**src/rtl/i2cs_consts.svh**
```systemverilog
// Constants for the slave-side I2C front end.
`ifndef I2CS_CONSTS_SVH
`define I2CS_CONSTS_SVH
`define I2CS_CLK_PERIOD_NS   10
`define I2CS_LONG_HOLD_NS    300
`define I2CS_LONG_HOLD_CYC   ((`I2CS_LONG_HOLD_NS + `I2CS_CLK_PERIOD_NS - 1) / `I2CS_CLK_PERIOD_NS)
`define I2CS_SHORT_HOLD_CYC  3
`define I2CS_HOLD_CNT_W      6
`define I2CS_BIT_CNT_W       4
`define I2CS_ACK_SLOT        4'h8
`define I2CS_TEN_HIGH_TAG    5'h1E
`define I2CS_MODE_7          2'h0
`define I2CS_MODE_10         2'h1
`define I2CS_MODE_7_SP       2'h2
`define I2CS_MODE_10_SP      2'h3
`endif

```
**src/rtl/i2cs_pkg.sv**
```systemverilog
// Types for the slave-side I2C front end.
package i2cs_pkg;
   typedef enum logic [4:0] {
      I2CS_IDLE = 5'h01,
      I2CS_ADDR = 5'h02,
      I2CS_LOW  = 5'h04,
      I2CS_RECV = 5'h08,
      I2CS_SEND = 5'h10
   } i2cs_phase_t;

   typedef struct packed {
      logic [2:0]  scl_sync;
      logic [2:0]  sda_sync;
      logic        scl_f;
      logic        sda_f;
      logic        scl_low_seen;
      logic        bus_busy;
      i2cs_phase_t phase;
      logic [3:0]  bit_cnt;
      logic [7:0]  shift;
      logic [7:0]  tx_shift;
      logic        in_ack;
      logic        ack_drive;
      logic        sda_low;
      logic [5:0]  hold_cnt;
      logic        sda_pend;
      logic        pend_val;
      logic        addressed;
      logic        prior_match;
      logic        read_mode;
      logic [7:0]  rx_data;
      logic        rx_valid;
      logic        ack_status;
      logic        ack_time;
      logic        irq_flag;
      logic        collision;
      logic        start_seen;
      logic        stop_seen;
   } i2cs_state_t;
endpackage : i2cs_pkg

```
**src/rtl/i2cs_slave.sv**
```systemverilog
// Slave-side I2C front end: bus conditions, address match and acknowledge.
// How it works
// Long-hold select keeps SDA 300 ns after fall.
// SDA falling while SCL high is Start.
// SDA rising while SCL high is Stop.
// Stop needs one SCL low since Start.
// Start while we drive SDA low: collision.
// SDA low while we release high: collision.
// Restart resets slave like a Start.
// 10-bit reads need Restart after full match.
// Prior-match flag held until Stop, mismatch or a matching ten-bit write header.
// Start/Stop irq enables add interrupts when lacking.
// Ninth pulse is the active-low acknowledge slot.
// Sampled acknowledge stored in status bit.
// Hold enables set: software chooses acknowledge level.
// Hold enables clear: hardware acknowledges itself.
// No acknowledge when buffer full or overflow.
// Ack-time bit after eighth fall, hold modes only.
// Mode field picks one of four slave modes.
// Interrupt modes flag Start, Restart and Stop.
// First byte compared to own address.
// Seven-bit match ignores the read/write bit.
// Bus idle only when both lines high.
// Read request: slave supplies bytes until master NACK, Restart or Stop.
// Bytes MSB first, SDA sampled on SCL rise.
// Pins are open drain, never driven high.
// Interrupt flag stays until software clears it.
// Bus inputs synchronised and filtered first.
`timescale 1ns/10ps
`include "i2cs_consts.svh"
module i2cs_slave
   import i2cs_pkg::*;
#(
   parameter int unsigned SHORT_HOLD = `I2CS_SHORT_HOLD_CYC,
   parameter int unsigned LONG_HOLD  = `I2CS_LONG_HOLD_CYC
) (
   input  wire logic       clk,
   input  wire logic       rst_n,
   input  wire logic       scl_in,
   output logic            scl_out,
   output logic            scl_oe_n,
   input  wire logic       sda_in,
   output logic            sda_out,
   output logic            sda_oe_n,
   input  wire logic       port_enable_bit,
   input  wire logic [1:0] port_mode_field,
   input  wire logic [9:0] own_address_reg,
   input  wire logic       long_hold_select,
   input  wire logic       start_irq_enable,
   input  wire logic       stop_irq_enable,
   input  wire logic       address_hold_enable,
   input  wire logic       data_hold_enable,
   input  wire logic       ack_data_bit,
   input  wire logic       buffer_full_flag,
   input  wire logic       receive_overflow_flag,
   input  wire logic [7:0] tx_data,
   input  wire logic       irq_clear,
   input  wire logic       rx_taken,
   output logic [7:0]      receive_buffer,
   output logic            rx_valid,
   output logic            ack_status_bit,
   output logic            ack_time_status,
   output logic            port_irq_flag,
   output logic            collision_flag,
   output logic            start_seen,
   output logic            stop_seen,
   output logic            bus_idle,
   output logic            addressed,
   output logic            read_mode,
   output logic            prior_match
);

   if (SHORT_HOLD < 1 || LONG_HOLD < SHORT_HOLD || LONG_HOLD > 63) begin : g_bad_hold
      $error("i2cs_slave: hold counts out of range");
   end

   i2cs_state_t s;
   i2cs_state_t next_s;

   // Seven-bit mode ignores bit 0 of the byte; ten-bit compares the high tag.
   function automatic logic addr_hit(input logic [7:0] b, input logic ten,
                                     input logic [9:0] own);
      if (ten) begin
         addr_hit = (b[7:3] == `I2CS_TEN_HIGH_TAG) && (b[2:1] == own[9:8]);
      end else begin
         addr_hit = (b[7:1] == own[6:0]);
      end
   endfunction : addr_hit

   logic ten_mode;
   logic sp_mode;
   logic hold_mode;
   logic scl_rise;
   logic scl_fall;
   logic start_ev;
   logic stop_ev;
   logic [7:0] byte_in;

   assign ten_mode  = (port_mode_field == `I2CS_MODE_10) ||
                      (port_mode_field == `I2CS_MODE_10_SP);
   assign sp_mode   = (port_mode_field == `I2CS_MODE_7_SP) ||
                      (port_mode_field == `I2CS_MODE_10_SP);
   assign hold_mode = address_hold_enable | data_hold_enable;
   // Filtered levels: a change is accepted only when the last two sync stages agree.
   assign scl_rise  = !s.scl_f && s.scl_sync[2] && s.scl_sync[1];
   assign scl_fall  = s.scl_f && !s.scl_sync[2] && !s.scl_sync[1];
   assign start_ev  = s.scl_f && s.scl_sync[2] && s.sda_f &&
                      !s.sda_sync[2] && !s.sda_sync[1];
   assign stop_ev   = s.scl_f && s.scl_sync[2] && !s.sda_f &&
                      s.sda_sync[2] && s.sda_sync[1] && s.scl_low_seen;
   assign byte_in   = {s.shift[6:0], s.sda_f};

   always_comb begin
      next_s = s;
      next_s.scl_sync = {s.scl_sync[1:0], scl_in};
      next_s.sda_sync = {s.sda_sync[1:0], sda_in};
      if (s.scl_sync[2] == s.scl_sync[1]) begin
         next_s.scl_f = s.scl_sync[2];
      end
      if (s.sda_sync[2] == s.sda_sync[1]) begin
         next_s.sda_f = s.sda_sync[2];
      end
      // Any set further down overrides this clear, so a new event is never lost.
      if (irq_clear) begin
         next_s.irq_flag = 1'b0;
      end
      if (rx_taken) begin
         next_s.rx_valid = 1'b0;
      end
      next_s.start_seen = 1'b0;
      next_s.stop_seen  = 1'b0;
      if (scl_fall) begin
         next_s.scl_low_seen = 1'b1;
      end

      // Delayed SDA update after an SCL fall keeps the hold time.
      if (s.sda_pend) begin
         if (s.hold_cnt <= 6'h01) begin
            next_s.sda_low  = s.pend_val;
            next_s.sda_pend = 1'b0;
         end else begin
            next_s.hold_cnt = s.hold_cnt - 6'h01;
         end
      end

      // A released SDA read back low while we send means another driver won.
      if (s.phase == I2CS_SEND && !s.sda_low && !s.sda_pend && !s.in_ack &&
          s.scl_f && !s.sda_f) begin
         next_s.collision = 1'b1;
         next_s.phase     = I2CS_IDLE;
      end

      if (scl_rise && s.phase != I2CS_IDLE) begin
         if (s.in_ack) begin
            if (s.read_mode && !s.ack_drive) begin
               next_s.ack_status = s.sda_f;
            end
         end else begin
            next_s.shift   = byte_in;
            next_s.bit_cnt = s.bit_cnt + 4'h1;
         end
      end

      if (scl_fall && s.phase != I2CS_IDLE) begin
         next_s.sda_pend = 1'b1;
         next_s.hold_cnt = long_hold_select ? 6'(LONG_HOLD) : 6'(SHORT_HOLD);
         next_s.pend_val = 1'b0;
         if (s.in_ack) begin
            // End of the acknowledge slot.
            next_s.in_ack    = 1'b0;
            next_s.ack_time  = 1'b0;
            next_s.bit_cnt   = 4'h0;
            next_s.ack_drive = 1'b0;
            if (s.read_mode && s.ack_status && !s.ack_drive) begin
               next_s.phase = I2CS_IDLE;
            end
            if (s.phase == I2CS_SEND && next_s.phase != I2CS_IDLE) begin
               next_s.tx_shift = tx_data;
               next_s.pend_val = !tx_data[7];
            end else if (s.phase == I2CS_ADDR && s.read_mode) begin
               next_s.phase    = I2CS_SEND;
               next_s.tx_shift = tx_data;
               next_s.pend_val = !tx_data[7];
            end
         end else if (s.bit_cnt == `I2CS_ACK_SLOT) begin
            // Eighth fall: a full byte has been taken in.
            next_s.in_ack = 1'b1;
            if (s.phase == I2CS_SEND) begin
               next_s.pend_val = 1'b0;
            end else if (s.phase == I2CS_ADDR || s.phase == I2CS_LOW) begin
               if (s.phase == I2CS_LOW) begin
                  if (s.shift == own_address_reg[7:0]) begin
                     next_s.addressed   = 1'b1;
                     next_s.prior_match = 1'b1;
                     next_s.phase       = I2CS_RECV;
                  end else begin
                     next_s.phase = I2CS_IDLE;
                  end
               end else if (addr_hit(s.shift, ten_mode, own_address_reg)) begin
                  if (ten_mode && !s.shift[0]) begin
                     next_s.prior_match = 1'b0;
                     next_s.phase       = I2CS_LOW;
                  end else if (ten_mode && !s.prior_match) begin
                     next_s.phase = I2CS_IDLE;
                  end else begin
                     next_s.addressed = 1'b1;
                     next_s.read_mode = s.shift[0];
                     next_s.phase     = s.shift[0] ? I2CS_ADDR : I2CS_RECV;
                  end
               end else begin
                  next_s.prior_match = ten_mode ? 1'b0 : s.prior_match;
                  next_s.phase       = I2CS_IDLE;
               end
               if (next_s.phase != I2CS_IDLE) begin
                  next_s.rx_data  = s.shift;
                  next_s.rx_valid = 1'b1;
                  next_s.irq_flag = 1'b1;
               end
            end else begin
               next_s.rx_data  = s.shift;
               next_s.rx_valid = 1'b1;
               next_s.irq_flag = 1'b1;
            end
            if (s.phase != I2CS_SEND && next_s.phase != I2CS_IDLE) begin
               if (buffer_full_flag || receive_overflow_flag) begin
                  next_s.pend_val = 1'b0;
               end else if (hold_mode) begin
                  next_s.pend_val = !ack_data_bit;
               end else begin
                  next_s.pend_val = 1'b1;
               end
               next_s.ack_drive = next_s.pend_val;
               next_s.ack_time  = hold_mode;
            end
         end else if (s.phase == I2CS_SEND) begin
            next_s.tx_shift = {s.tx_shift[6:0], 1'b0};
            next_s.pend_val = !s.tx_shift[6];
         end
      end

      if (start_ev) begin
         // Start or Restart: the next byte is an address again.
         next_s.bus_busy     = 1'b1;
         next_s.scl_low_seen = 1'b0;
         next_s.phase        = I2CS_ADDR;
         next_s.bit_cnt      = 4'h0;
         next_s.in_ack       = 1'b0;
         next_s.ack_time     = 1'b0;
         next_s.addressed    = 1'b0;
         next_s.read_mode    = 1'b0;
         next_s.sda_low      = 1'b0;
         next_s.sda_pend     = 1'b0;
         next_s.start_seen   = 1'b1;
         if (s.sda_low) begin
            next_s.collision = 1'b1;
         end
         if (sp_mode || start_irq_enable) begin
            next_s.irq_flag = 1'b1;
         end
      end else if (stop_ev) begin
         next_s.bus_busy    = 1'b0;
         next_s.phase       = I2CS_IDLE;
         next_s.addressed   = 1'b0;
         next_s.read_mode   = 1'b0;
         next_s.in_ack      = 1'b0;
         next_s.ack_time    = 1'b0;
         next_s.sda_low     = 1'b0;
         next_s.sda_pend    = 1'b0;
         next_s.prior_match = 1'b0;
         next_s.stop_seen   = 1'b1;
         if (sp_mode || stop_irq_enable) begin
            next_s.irq_flag = 1'b1;
         end
      end

      if (!port_enable_bit) begin
         next_s.phase    = I2CS_IDLE;
         next_s.sda_low  = 1'b0;
         next_s.sda_pend = 1'b0;
         next_s.bus_busy = 1'b0;
      end
   end

   always_ff @(posedge clk) begin
      if (!rst_n) begin
         s          <= '0;
         s.scl_sync <= 3'h7;
         s.sda_sync <= 3'h7;
         s.scl_f    <= 1'b1;
         s.sda_f    <= 1'b1;
         s.phase    <= I2CS_IDLE;
      end else begin
         s <= next_s;
      end
   end

   assign scl_out         = 1'b0;
   assign scl_oe_n        = 1'b1;
   assign sda_out         = 1'b0;
   assign sda_oe_n        = !(s.sda_low && port_enable_bit);
   assign receive_buffer  = s.rx_data;
   assign rx_valid        = s.rx_valid;
   assign ack_status_bit  = s.ack_status;
   assign ack_time_status = s.ack_time;
   assign port_irq_flag   = s.irq_flag;
   assign collision_flag  = s.collision;
   assign start_seen      = s.start_seen;
   assign stop_seen       = s.stop_seen;
   assign bus_idle        = !s.bus_busy && s.scl_f && s.sda_f;
   assign addressed       = s.addressed;
   assign read_mode       = s.read_mode;
   assign prior_match     = s.prior_match;

   property p_stop_clears;
      @(posedge clk) disable iff (!rst_n) stop_ev |=> !s.addressed && !s.prior_match;
   endproperty
   a_stop_clears: assert property (p_stop_clears) else $error("stop left state");

   property p_start_addr;
      @(posedge clk) disable iff (!rst_n)
         start_ev && port_enable_bit |=> s.phase == I2CS_ADDR && s.bit_cnt == 4'h0;
   endproperty
   a_start_addr: assert property (p_start_addr) else $error("start not to address");

   property p_sp_irq;
      @(posedge clk) disable iff (!rst_n)
         (start_ev || stop_ev) && sp_mode && !irq_clear |=> s.irq_flag;
   endproperty
   a_sp_irq: assert property (p_sp_irq) else $error("no irq on condition");

   property p_irq_sticky;
      @(posedge clk) disable iff (!rst_n) s.irq_flag && !irq_clear |=> s.irq_flag;
   endproperty
   a_irq_sticky: assert property (p_irq_sticky) else $error("irq flag dropped");

   property p_no_stop_without_low;
      @(posedge clk) disable iff (!rst_n) start_ev |=> !s.scl_low_seen && !s.stop_seen;
   endproperty
   a_no_stop_without_low: assert property (p_no_stop_without_low) else $error("early stop");

   property p_idle_lines;
      @(posedge clk) disable iff (!rst_n)
         start_ev && port_enable_bit |=> s.bus_busy && !bus_idle;
   endproperty
   a_idle_lines: assert property (p_idle_lines) else $error("idle with low line");

   property p_ack_time_hold;
      @(posedge clk) disable iff (!rst_n) s.ack_time |-> hold_mode && s.in_ack;
   endproperty
   a_ack_time_hold: assert property (p_ack_time_hold) else $error("ack time bad");

   property p_nack_full;
      @(posedge clk) disable iff (!rst_n)
         scl_fall && s.bit_cnt == `I2CS_ACK_SLOT && !s.in_ack && s.phase != I2CS_SEND &&
         (buffer_full_flag || receive_overflow_flag) |=> !s.ack_drive;
   endproperty
   a_nack_full: assert property (p_nack_full) else $error("ack while full");

endmodule : i2cs_slave

```
**config.mk**
```make
export PLATFORM = sky130hd
export DESIGN_NAME = i2cs_slave
export DESIGN_NICKNAME = d
export VERILOG_FILES = /design/src/rtl/i2cs_pkg.sv /design/src/rtl/i2cs_slave.sv
export VERILOG_INCLUDE_DIRS = /design/src /design/src/rtl
export SDC_FILE = /design/constraint.sdc
export NUM_CORES = 1
export LEC_CHECK = 0
export BUFFER_PORTS_ARGS = -buffer_cell sky130_fd_sc_hd__buf_2
export CORE_ASPECT_RATIO = 0.5
export CORE_UTILIZATION = 52
export DETAILED_ROUTE_END_ITERATION = 7
export PLACE_DENSITY = 0.75
export SLEW_MARGIN = 0
export SYNTH_ARGS = -nofsm -noshare
export SYNTH_HDL_FRONTEND = slang
export SYNTH_SLANG_ARGS = --single-unit
export TNS_END_PERCENT = 50
```
**constraint.sdc**
```tcl
create_clock -name clk -period 3.25 [get_ports clk]
set_input_delay 0.4875 -clock clk [delete_from_list [all_inputs] [get_ports clk]]
set_output_delay 0.4875 -clock clk [all_outputs]
set_load 0.01 [all_outputs]
```
; Word-level counts from Yosys, hierarchy flattened
; Cells that the tools add are included.
[op_classes]
addsub = 2
multipliers = 0
div_mod_pow = 0
order_cmp = 1
eq_ne = 25
n_shift = 0
mux = 95
n_bitwise = 8
n_reduce_logical = 73
[ops]
columns = op, n
row1 = 2-to-1 mux 5 bit, 22
row2 = 2-to-1 mux 12 bit, 5
row3 = 2-to-1 mux 1 bit, 44
row4 = 2-to-1 mux 9 bit, 4
row5 = 2-to-1 mux 7 bit, 5
row6 = logical AND 1 bit, 31
row7 = 2-to-1 mux 20 bit, 1
row8 = "inequality test 5 x 1 -> 1 bit, second input constant", 4
row9 = 2-to-1 mux 6 bit, 3
row10 = AND reduction 9 bit, 2
row11 = logical NOT 1 bit, 17
row12 = 2-to-1 mux 4 bit, 4
row13 = 2-to-1 mux 2 bit, 6
row14 = nonzero test 2 bit, 6
row15 = "== test 5 bit, second input constant", 2
row16 = == test 8 bit, 1
row17 = AND reduction 2 bit, 4
row18 = == test 7 bit, 1
row19 = inverter 1 bit, 7
row20 = "less-or-equal comparator 6 x 1 -> 1 bit, second input constant", 1
row21 = logical OR 1 bit, 6
row22 = "inequality test 2 x 1 -> 1 bit, second input constant", 3
row23 = "inequality test 2 bit, second input constant", 3
row24 = AND reduction 3 bit, 2
row25 = 18 further kinds, 20
[word_totals]
register_bits = 63
latch_bits = 0
ramBits = 0
rom_bits = 0
input_bits = 35
wordCells = 232
n_memories = 0

; Longest topological paths before layout
; Gate-level depths: netlist of the first run.
[logic_depth]
word_depth = 30
ltp_mapped = 10
mapped_depth_nobuf = 9

; Worst setup path before layout of the first run
; No wires, ideal clock.
[synth_path]
kind = in2reg
start = in own_address_reg[6]
end = reg s[18] (netlist name)
setup_time_ns = 0.070
arrival_ns = 2.040
path_slack_ns = 1.140
path_stages = 7
path_buffers = 0
path_cell_list = xor2_1 > nor4_1 > a21bo_2 > o211ai_2 > nor4b_4 > or4_1 > a21oi_1
[synth_between]
elab_chain_cells = 25
word_cells_on_any_way = 27
cone_classes = eq/ne: 3 / mux: 23 / reduce/logical: 1
[synth_rtl]
columns = element, line
row1 = start: declaration, i2cs_slave.sv:47  ; input wire logic [9:0] own_address_reg,
row2 = == test 7 bit, i2cs_slave.sv:86  ; addr_hit = (b[7:1] == own[6:0]);
row3 = 2-to-1 mux 1 bit, i2cs_slave.sv:83  ; if (ten) begin
row4 = 2-to-1 mux 1 bit, i2cs_slave.sv:191  ; if (s.phase == I2CS_LOW) begin
row5 = 2-to-1 mux 1 bit, i2cs_slave.sv:190  ; end else if (s.phase == I2CS_ADDR || s.phase == I2CS_LOW) begin
row6 = 2-to-1 mux 1 bit, i2cs_slave.sv:188  ; if (s.phase == I2CS_SEND) begin
row7 = 2-to-1 mux 1 bit, i2cs_slave.sv:185  ; end else if (s.bit_cnt == `I2CS_ACK_SLOT) begin
row8 = 2-to-1 mux 1 bit, i2cs_slave.sv:168  ; if (s.in_ack) begin
row9 = 2-to-1 mux 1 bit, i2cs_slave.sv:164  ; if (scl_fall && s.phase != I2CS_IDLE) begin
row10 = [9 not listed], --
row11 = 2-to-1 mux 5 bit (*), i2cs_slave.sv:185
row12 = 2-to-1 mux 5 bit (*), i2cs_slave.sv:168
row13 = 2-to-1 mux 5 bit (*), i2cs_slave.sv:164
row14 = inequality test 5 x 1 -> 1 bit (*), i2cs_slave.sv:224  ; if (s.phase != I2CS_SEND && next_s.phase != I2CS_IDLE) begin
row15 = logical AND 1 bit (*), i2cs_slave.sv:224
row16 = 2-to-1 mux 1 bit (*), i2cs_slave.sv:224
row17 = 2-to-1 mux 1 bit (*), i2cs_slave.sv:185
row18 = 2-to-1 mux 1 bit (*), i2cs_slave.sv:168
row19 = end signal: assignment, i2cs_slave.sv:293  ; s <= next_s;
row20 = end: declaration, i2cs_slave.sv:77  ; i2cs_state_t s;
; Every way passes the cells marked *; elsewhere a longest branch is shown, timed or not. The select of a mux whose other input is x is not followed.
; A chain may end at the register's enable or synchronous reset.

; Worst setup path after layout of the first run
[layout_path]
start = reg s[57] (netlist name)
end = reg s[27] (netlist name)
[layout_between]
elab_chain_cells = 12
word_cells_on_any_way = 15
cone_classes = eq/ne: 1 / mux: 6 / reduce/logical: 8
[layout_rtl]
columns = element, line
row1 = logical AND 1 bit, i2cs_slave.sv:147  ; if (s.phase == I2CS_SEND && !s.sda_low && !s.sda_pend && !s.in_ack &&
row2 = logical AND 1 bit, i2cs_slave.sv:148  ; s.scl_f && !s.sda_f) begin
row3 = 2-to-1 mux 5 bit, i2cs_slave.sv:147
row4 = 2-to-1 mux 5 bit, i2cs_slave.sv:190
row5 = 2-to-1 mux 5 bit, i2cs_slave.sv:188
row6 = 2-to-1 mux 5 bit, i2cs_slave.sv:185
row7 = 2-to-1 mux 5 bit, i2cs_slave.sv:168
row8 = 2-to-1 mux 5 bit, i2cs_slave.sv:164
row9 = inequality test 5 x 1 -> 1 bit, i2cs_slave.sv:224
row10 = logical AND 1 bit, i2cs_slave.sv:224
row11 = nonzero test 2 bit (no line), --
row12 = AND reduction 3 bit (no line) (*), --
; Marked as above.

==> out/summary.txt, run 1 <==
Worst Path Max Fanout -> 13
CTS H-tree lvls -> 3
Largest net degree at the start of global routing -> 26
PwrDens -> 464.6 nW/um2
ANT cells -> 0
Initial core utilization -> 54.10%
RD Place Congestion -> 0.8461
HPWL after detailed placement -> 5451 um
WS Path Type -> flip-flop to flip-flop
Fin crit period -> 2428 ps
Synth area leader -> dfxtp_1
Clock transition at the registers of the reported paths -> 50 ps
Clk sinks -> 63
Placed cell area -> 3558 um2
Most used DFF post-synth -> dfxtp_1
Post-synth EDFFs -> 0
CP Buf/Inv Count -> 1
Cells after synthesis -> 380
Layout Skew -> 8.457 ps
Synth top area share -> 38.18%
Critical-path top delay cell -> dfxtp_1
FF-to-FF Start -> s[57]$_SDFFE_PN1N_
Final Cycle Share -> 74.71%
Initial antenna violation count -> 0
Clock Path Buffers -> 2
DR iter-0 viols -> 221
Critical path capture point type -> flip-flop
Total track usage -> 24.69%
Layout cells sized above 1 -> 22.12%
Post-route core utilization -> 63.18%
Root buffer cell -> clkbuf_16
Top Ports -> 58
Die ar. -> 6694 um2
Number of post-CTS setup repair buffers -> 0
Antenna-violating nets left -> 0
Arrival time at the worst endpoint -> 2670 ps
CTS buffer count -> 9
Hold Crit Depth -> 2
Residual DRC count -> 0
Measured slew at the worst slew-check pin -> 738.3 ps
Hold_sp -> sda_in
First-pass iteration count of the detailed router -> 5
CTS tree -> built
Clk Latency, worst-skew pair -> 330 ps
Post-Route WL -> 7551 um
Hold Path End -> next_s[59]$_SDFF_PN1_
Nets@finish -> 460
Outcome -> finished clean
Yosys reg bits -> 63
Reg-to-reg setup timing slack -> 820 ps
Synth area leaders -> dfxtp_1 (38%), mux2i_1 (7.3%), nor2_1 (6.3%)
First-pass GRT wire length -> 12620 um
DP Cell Count -> 498
Syn Area/Cell -> 8.693 um2
Row count -> 20
Die height -> 58.36 um
Post-DR vias/cell -> 5.526
CP most frequent cell -> o21ai_2
Average wire per standard cell -> 14.72 um
Finished layout cell area -> 3857 um2
Crit-path max cell delay -> 520 ps
Vias -> 2835
CP Launch Type -> flip-flop
Vias in the first global route -> 2700
Final setup vio count -> 0
Post-synthesis sequential area ratio -> 38.18%
Port-buffer cells -> 54
Fmax -> 411.8 MHz
Setup ws final -> 821.8 ps
Hold WC Path Type -> primary input to flip-flop
Crit path cell chain -> nor3b_2 -> o21ai_2 -> buf_4 -> nor3_2 -> and3_1 -> o21ai_2 -> o31a_1 -> a211oi_1
Post-CTS Resized -> 0
Cells on worst reg2reg path -> 8
CTS Hold Buffers Added -> 0
Async S/R FF share, synth -> 0%
Req. time, crit path -> 3490 ps
DIE WIDTH -> 114.7 um
Leak Pwr -> 1.542 nW
Total negative slack -> 0 ps
Dpl ws -> 823.9 ps
GRT Residual Overflow -> 0
Synthesized area -> 3303 um2
R2r endpoint -> s[27]$_SDFFE_PN0P_
Core area -> 6106 um2
Finished Layout Cells -> 513
Max Cap Viol -> 0
Number of synthesis warnings -> 0
Final number of hold-violating endpoints -> 0
RSZ-0062 raised after global routing -> false
Slew HR -> 50.77%
Commonest cells post-synth -> dfxtp_1 (63), nor2_1 (55), nand2_1 (25)
Top delay family on crit path -> compound AO/OA/AOI/OAI gates
Post-synth cell types -> 64
Area growth from synthesis to layout -> 16.78%
Most numerous cell in the Yosys netlist -> dfxtp_1
Fin. max-slew vios -> 0
Peak VDD IR -> 0.2984 mV
layout by cell type, fill, tap and decap left out, types with 3 or more instances in the layout:
master and n:
dfxtp_1 63, or3_1 3, nor3_1 5, buf_4 6, buf_2 54, o21a_1 3, nor2b_1 3, nand2b_1 14
nor2_1 55, inv_1 10, a211oi_1 4, xnor2_1 12, xor2_1 11, ha_1 4, o21ai_2 3, clkbuf_16 9
nor4_2 3, o31ai_1 6, o21ai_0 13, nor4_1 4, conb_1 3, nand3_1 15, mux2i_1 24, nand2_1 25
nand4_1 5, a21oi_1 16
cells by family (layout without fill, tap and decap cells):
group | count (synthesis) | in the layout | synth area share [%]
xor gates and xnor gates | 24 | 24 | 6.591
muxes | 24 | 24 | 7.273
AOI/OAI and AO/OA | 67 | 67 | 13.83
buffers and inverters | 41 | 85 | 6.591
other | 2 | 3 | 0.2274
DFF | 63 | 63 | 38.18
adders and majority gates | 4 | 4 | 1.515
and+or+nand+nor | 155 | 155 | 25.80
flip-flops by register name, summed over array words and instances, names as in the netlist, 4 cells and up:
signal and cells:
byte_in 8, next_s 4, receive_buffer 8, s 33
through the flow:
step	total power [mW]	hold slack, ps
after global placement	0.8571	393.9
after detailed placement	0.8591	405.0
after global routing	1.851	337.8
after CTS	1.809	343.9
after floorplan	0.8279	386.3
final	1.792	347.5
power by group:
part | total [mW] | internal [mW] | leakage, nW | switching (mW)
sequential | 0.780 | 0.777 | 0.509 | 0.00265
clock | 0.948 | 0.629 | 0.145 | 0.319
combinational | 0.0644 | 0.0270 | 0.888 | 0.0374
total | 1.79 | 1.43 | 1.54 | 0.359
final cells by class:
class	instances	area (um2)
repair buffers	60	315.3
flip-flops and latches	63	1261
well taps	88	110.1
fillers	510	2248
inverters	10	37.54
clock inverters	3	42.54
clock buffers	12	256.5
multi-input cells	277	1834
worst max path at each step:
stage | to | start | cells after the start
2_1_floorplan | s[18]$_SDFFE_PN0P_ | own_address_reg[6] | 7
3_3_place_gp | s[18]$_SDFFE_PN0P_ | own_address_reg[6] | 8
3_5_place_dp | s[18]$_SDFFE_PN0P_ | own_address_reg[6] | 8
4_1_cts | s[27]$_SDFFE_PN0P_ | s[57]$_SDFFE_PN1N_ | 8
5_1_grt | s[27]$_SDFFE_PN0P_ | s[57]$_SDFFE_PN1N_ | 8
6_report | s[27]$_SDFFE_PN0P_ | s[57]$_SDFFE_PN1N_ | 8
routing by layer:
| metal | vias to the layer above | GRT usage [%] | wire length, um |
|---|---|---|---|
| met5 | - | 0 | 0 |
| met4 | 0 | 11.32 | 150 |
| met3 | 17 | 6.797 | 400 |
| met2 | 96 | 40.52 | 3536 |
| met1 | 1331 | 30.93 | 3462 |
| li1 | 1391 | - | - |
(Power assumes the default switching activity.)
==> inputs of run 2 (changes only) <==
- clock period: 3.25 -> 2.4 ns (I/O delays scaled with it)
==> run 2 against run 1 <==
Against the previous run: sequential power increased by 36%; clock power increased by 30%; total power increased by 32%; cell area increased by 1.1%; core utilization increased by 0.72 points; combinational power increased by 40%; hold slack got worse by 140 ps; largest cell class unchanged; highest routed layer unchanged.
==> out/summary.txt, run 2 (synthesis results as in run 1) <==
CTS Hold Buffers Added -> 0 (unchanged)
Clk Latency, worst-skew pair -> 330 ps (about the same)
CTS buffer count -> 9 (unchanged)
Initial antenna violation count -> 0 (unchanged)
Row count -> 20 (unchanged)
Cells on worst reg2reg path -> 7 (-1)
RD Place Congestion -> 0.9085 (+7.4%)
Fmax -> 440.6 MHz (+7.0%)
Most common cell after layout, fill and taps aside -> dfxtp_1
Max Cap Viol -> 0 (unchanged)
Total track usage -> 24.79% (+0.10 points)
Post-CTS Resized -> 0 (unchanged)
Average wire per standard cell -> 14.68 um (-0.27%)
Final setup vio count -> 0 (unchanged)
Die ar. -> 6694 um2 (unchanged)
Post-DR vias/cell -> 5.538 (+0.20%)
Initial core utilization -> 54.10% (unchanged)
Vias -> 2874 (+1.4%)
Peak VDD IR -> 0.4945 mV (+66%)
CTS tree -> built
Number of flip-flops in the largest register -> 33 (unchanged)
Most frequent cells in the layout -> dfxtp_1 (63), nor2_1 (55), buf_2 (54)
Final Cycle Share -> 94.56% (+20 points)
Clock Path Buffers -> 2 (unchanged)
WS Path Type -> flip-flop to flip-flop
Final number of hold-violating endpoints -> 0 (unchanged)
Post-Route WL -> 7619 um (+0.90%)
Leak Pwr -> 1.571 nW (+1.9%)
GRT Residual Overflow -> 0 (unchanged)
Area growth from synthesis to layout -> 18.11%
Fillers -> 540 (+5.9%)
Arrival time at the worst endpoint -> 2530 ps (-140 ps)
Total negative slack -> 0 ps (unchanged)
Largest net degree at the start of global routing -> 25 (-3.8%)
Root buffer cell -> clkbuf_16
First-pass GRT wire length -> 12570 um (-0.39%)
First-pass iteration count of the detailed router -> 5 (unchanged)
Hold Crit Depth -> 2 (unchanged)
CP Launch Type -> flip-flop
Fin. max-slew vios -> 0 (unchanged)
DIE WIDTH -> 114.7 um (unchanged)
Core area -> 6106 um2 (unchanged)
DR iter-0 viols -> 148 (-33%)
Die height -> 58.36 um (unchanged)
Total power -> 2.371 mW (+32%)
Hold WC Path Type -> primary input to flip-flop
RSZ-0062 raised after global routing -> false
Layout Skew -> 4.397 ps (-4.061 ps)
Reg with most FFs -> s
Nets@finish -> 467 (+1.5%)
Layout cells sized above 1 -> 23.43% (+1.3 points)
Residual DRC count -> 0 (unchanged)
Worst Path Max Fanout -> 6 (-7)
Port-buffer cells -> 54 (unchanged)
Fin crit period -> 2269 ps (-158.8 ps)
Vias in the first global route -> 2652 (-1.8%)
Number of post-CTS setup repair buffers -> 0 (unchanged)
HPWL after detailed placement -> 5584 um (+2.4%)
Outcome -> finished clean
Critical path capture point type -> flip-flop
ANT cells -> 0 (unchanged)
CTS H-tree lvls -> 3 (unchanged)
PwrDens -> 607.8 nW/um2 (+31%)
Clk sinks -> 63 (unchanged)
Top Ports -> 58 (unchanged)
Req. time, crit path -> 2660 ps (-830 ps)
Clock transition at the registers of the reported paths -> 50 ps (about the same)
Antenna-violating nets left -> 0 (unchanged)
[run 2: cell types whose count changed in the layout (fill, tap and decap cells not counted), sizes merged]
cell	delta
clkinv	-1
buf	+7
bufinv	-1
clkinvlp	-1
clkbuf	+2
[run 2: worst max-delay path: stages, from the launching register on]
cell and delay [ps]:
dfxtp_1 500, xor2_2 140, nor4b_4 370, and3_2 260, o211ai_2 100, nor4b_4 160
or4_1 520, a21oi_1 160
[run 2: worst paths after layout]
| check | startpoint | end | slack [ps] |
|---|---|---|---|
| max | byte_in[3]$_SDFFE_PN0P_ | s[18]$_SDFFE_PN0P_ | 130 |
| min | scl_in | next_s[62]$_SDFF_PN1_ | 210 |
| max reg2reg | byte_in[3]$_SDFFE_PN0P_ | s[18]$_SDFFE_PN0P_ | 130 |
| min reg2reg | next_s[59]$_SDFF_PN1_ | next_s[60]$_SDFF_PN1_ | 400 |
[run 2: routing by layer]
| metal | part of all wire [%] | vias up | routed length, um | GRT usage [%] |
|---|---|---|---|---|
| met2 | 47 | 98 | 3546 | 39.83 |
| met1 | 46 | 1359 | 3494 | 31.43 |
| met4 | 1.7 | 0 | 126 | 10.20 |
| li1 | - | 1403 | - | - |
| met5 | 0 | - | 0 | 0 |
| met3 | 5.9 | 14 | 452 | 7.930 |
[run 2: final cells by class]
cell class | instances | area [um2] | share of cell area (%)
multi-input combinational | 277 | 1841 | 47.18
sequential | 63 | 1261 | 32.33
timing repair buffer | 67 | 367.9 | 9.429
clock buffer | 14 | 284.0 | 7.280
tap | 88 | 110.1 | 2.822
inverter | 10 | 37.54 | 0.9622
[run 2: through the flow]
step / setup WS, ps / utilization (%) / instance area (um2) / std cells / hold WS (ps)
finish: 130.6 / 63.89 / 3901 / 519 / 211.6
global route: 2.637 / 63.89 / 3901 / 519 / 217.9
CTS: 47.79 / 63.79 / 3895 / 519 / 200.8
detailed placement: 20.94 / 59.14 / 3611 / 505 / 396.0
global placement: 110.9 / 59.14 / 3611 / 505 / 394.6
floorplan: 353.8 / - / 3307 / 381 / 386.3
[run 2: power breakdown]
group          switching [mW]  internal (mW)  total [mW]
Combinational          0.0521         0.0380      0.0902
Sequential            0.00346           1.05        1.06
Clock                   0.426          0.799        1.23
==> inputs of run 3 (changes only) <==
- CORE_UTILIZATION: 52 -> 56
- PLACE_DENSITY: 0.75 -> 0.8
==> run 3 against run 2 <==
Against the previous run: sequential power about the same; critical path depth is the same; core utilization up 6.1 points; routed wire length grew 4.3%; clock power is 5% higher; flip-flop and latch count unchanged; largest power group unchanged; non-clock buffer count unchanged; count of clock-buffer cells in the layout down 2; largest cell class unchanged; cell area grew 0.26%; highest routed layer unchanged.
==> out/summary.txt, run 3 (synthesis results as in run 1) <==
DR iter-0 viols -> 207 (+40%)
Register share of total power -> 43.3% (-1.2 points)
Row count -> 19 (-5.0%)
Root buffer cell -> clkbuf_16
RSZ-0062 raised after global routing -> false
Die height -> 56.31 um (-3.5%)
Fin crit period -> 2267 ps (-2.764 ps)
Number of flip-flops in the largest register -> 33 (unchanged)
Arrival time at the worst endpoint -> 2520 ps (about the same)
Average wire per standard cell -> 15.73 um (+7.1%)
Register Area -> 1262 um2 (about the same)
ANT cells -> 0 (unchanged)
Fin. max-slew vios -> 0 (unchanged)
Initial core utilization -> 59.13% (+5.0 points)
CP Launch Type -> flip-flop
Final number of hold-violating endpoints -> 0 (unchanged)
Req. time, crit path -> 2660 ps (about the same)
First-pass iteration count of the detailed router -> 5 (unchanged)
Fillers -> 429 (-21%)
Total negative slack -> 0 ps (unchanged)
Measured slew at the worst slew-check pin -> 514.8 ps
Clk sinks -> 63 (unchanged)
Fmax -> 441.2 MHz (+0.12%)
Reg with most FFs -> s
Number of post-CTS setup repair buffers -> 0 (unchanged)
Placed cell area -> 3605 um2 (-0.17%)
Int Pwr -> 1.941 mW (+2.8%)
Clk Latency, worst-skew pair -> 330 ps (about the same)
Clock Path Buffers -> 2 (unchanged)
First-pass GRT wire length -> 13250 um (+5.4%)
NetSw -> 495.1 uW (+2.7%)
Combinational share of power -> 3.7% (about the same)
Core area -> 5587 um2 (-8.5%)
HPWL after detailed placement -> 5598 um (+0.25%)
Die ar. -> 6228 um2 (-7.0%)
Port-buffer cells -> 54 (unchanged)
CTS buffer count -> 9 (unchanged)
Top Ports -> 58 (unchanged)
CTS tree -> built
PwrDens -> 622.9 nW/um2 (+2.5%)
Layout Skew -> 7.515 ps (+3.119 ps)
Post-Route WL -> 7943 um (+4.3%)
Layout cells sized above 1 -> 23.84% (+0.41 points)
Outcome -> finished clean
Total track usage -> 26.90% (+2.1 points)
Worst Path Max Fanout -> 6 (unchanged)
Leak Pwr -> 1.580 nW (+0.61%)
Clock transition at the registers of the reported paths -> 50 ps (about the same)
Hold WC Path Type -> primary input to flip-flop
Most common cell after layout, fill and taps aside -> dfxtp_1
GRT Residual Overflow -> 0 (unchanged)
Largest net degree at the start of global routing -> 25 (unchanged)
Nets@finish -> 467 (unchanged)
Max Cap Viol -> 0 (unchanged)
Final setup vio count -> 0 (unchanged)
Peak VDD IR -> 0.4124 mV (-17%)
DIE WIDTH -> 110.6 um (-3.6%)
CTS H-tree lvls -> 3 (unchanged)
Post-DR vias/cell -> 5.701 (+3.0%)
Post-CTS Resized -> 0 (unchanged)
Vias -> 2879 (+0.17%)
CTS Hold Buffers Added -> 0 (unchanged)
Finished layout cell area -> 3911 um2 (+0.26%)
Antenna-violating nets left -> 0 (unchanged)
Slew HR -> 65.61%
Final Cycle Share -> 94.44% (-0.12 points)
Residual DRC count -> 0 (unchanged)
RD Place Congestion -> 0.9199 (+1.3%)
Area growth from synthesis to layout -> 18.41%
Critical path capture point type -> flip-flop
Initial antenna violation count -> 0 (unchanged)
Vias in the first global route -> 2810 (+6.0%)
WS Path Type -> flip-flop to flip-flop
Area occupied by multi-input gates -> 1841 um2 (unchanged)
Switch share -> 20.32% (about the same)
Clock share of power -> 53.0% (+1.3 points)
Most frequent cells in the layout -> dfxtp_1 (62), nor2_1 (55), buf_2 (54)
-- run 3: layout make-up --
class	count	area share [%]
multi-input combinational	277	47.06
sequential	63	32.28
timing repair buffer	67	9.725
clock buffer	12	6.558
tap	73	2.335
clock inverter	3	1.088
inverter	10	0.9597
-- run 3: metal layers --
layer	part of all wire (%)	vias up	global-route usage (%)
met4	2.1	0	10.86
met1	45	1343	33.79
li1	-	1406	-
met3	6.4	20	7.559
met2	46	110	44.19
met5	0	-	0
-- run 3: power groups by stage --
stage,Combinational (mW),Clock (mW),Sequential [mW]
after floorplan,0.0454,0,1.08
after global placement,0.0853,0,1.08
after detailed placement,0.0877,0,1.08
after CTS,0.0888,1.30,1.06
after global routing,0.0990,1.35,1.06
final,0.0905,1.29,1.06
-- run 3: through the flow --
step / hold WS (ps) / worst slack, ps / cells / total power, mW / util [%]
after global routing: 212.0 / 0.5063 / 505 / 2.505 / 70.01
after floorplan: 386.3 / 353.8 / 381 / 1.121 / -
after detailed placement: 399.1 / 47.09 / 490 / 1.164 / 64.52
after global placement: 394.9 / 105.2 / 490 / 1.162 / 64.52
final: 208.1 / 133.3 / 505 / 2.436 / 70.01
after CTS: 207.0 / 26.20 / 505 / 2.444 / 69.88
-- run 3: worst paths after layout --
path	start	end	slack, ps	depth (start not counted)
setup / recovery	byte_in[7]$_SDFFE_PN0P_	s[18]$_SDFFE_PN0P_	130	7
hold / removal	scl_in	next_s[62]$_SDFF_PN1_	210	2
setup reg to reg	byte_in[7]$_SDFFE_PN0P_	s[18]$_SDFFE_PN0P_	130	7
hold reg to reg	next_s[59]$_SDFF_PN1_	next_s[60]$_SDFF_PN1_	410	1
-- run 3: worst max-delay path: stages, from the launching register on --
cell and delay [ps]:
dfxtp_1 480, nand4b_1 200, nor4b_4 340, and3_2 270, o211ai_2 90, nor4b_4 150
or4_1 510, a21oi_1 150
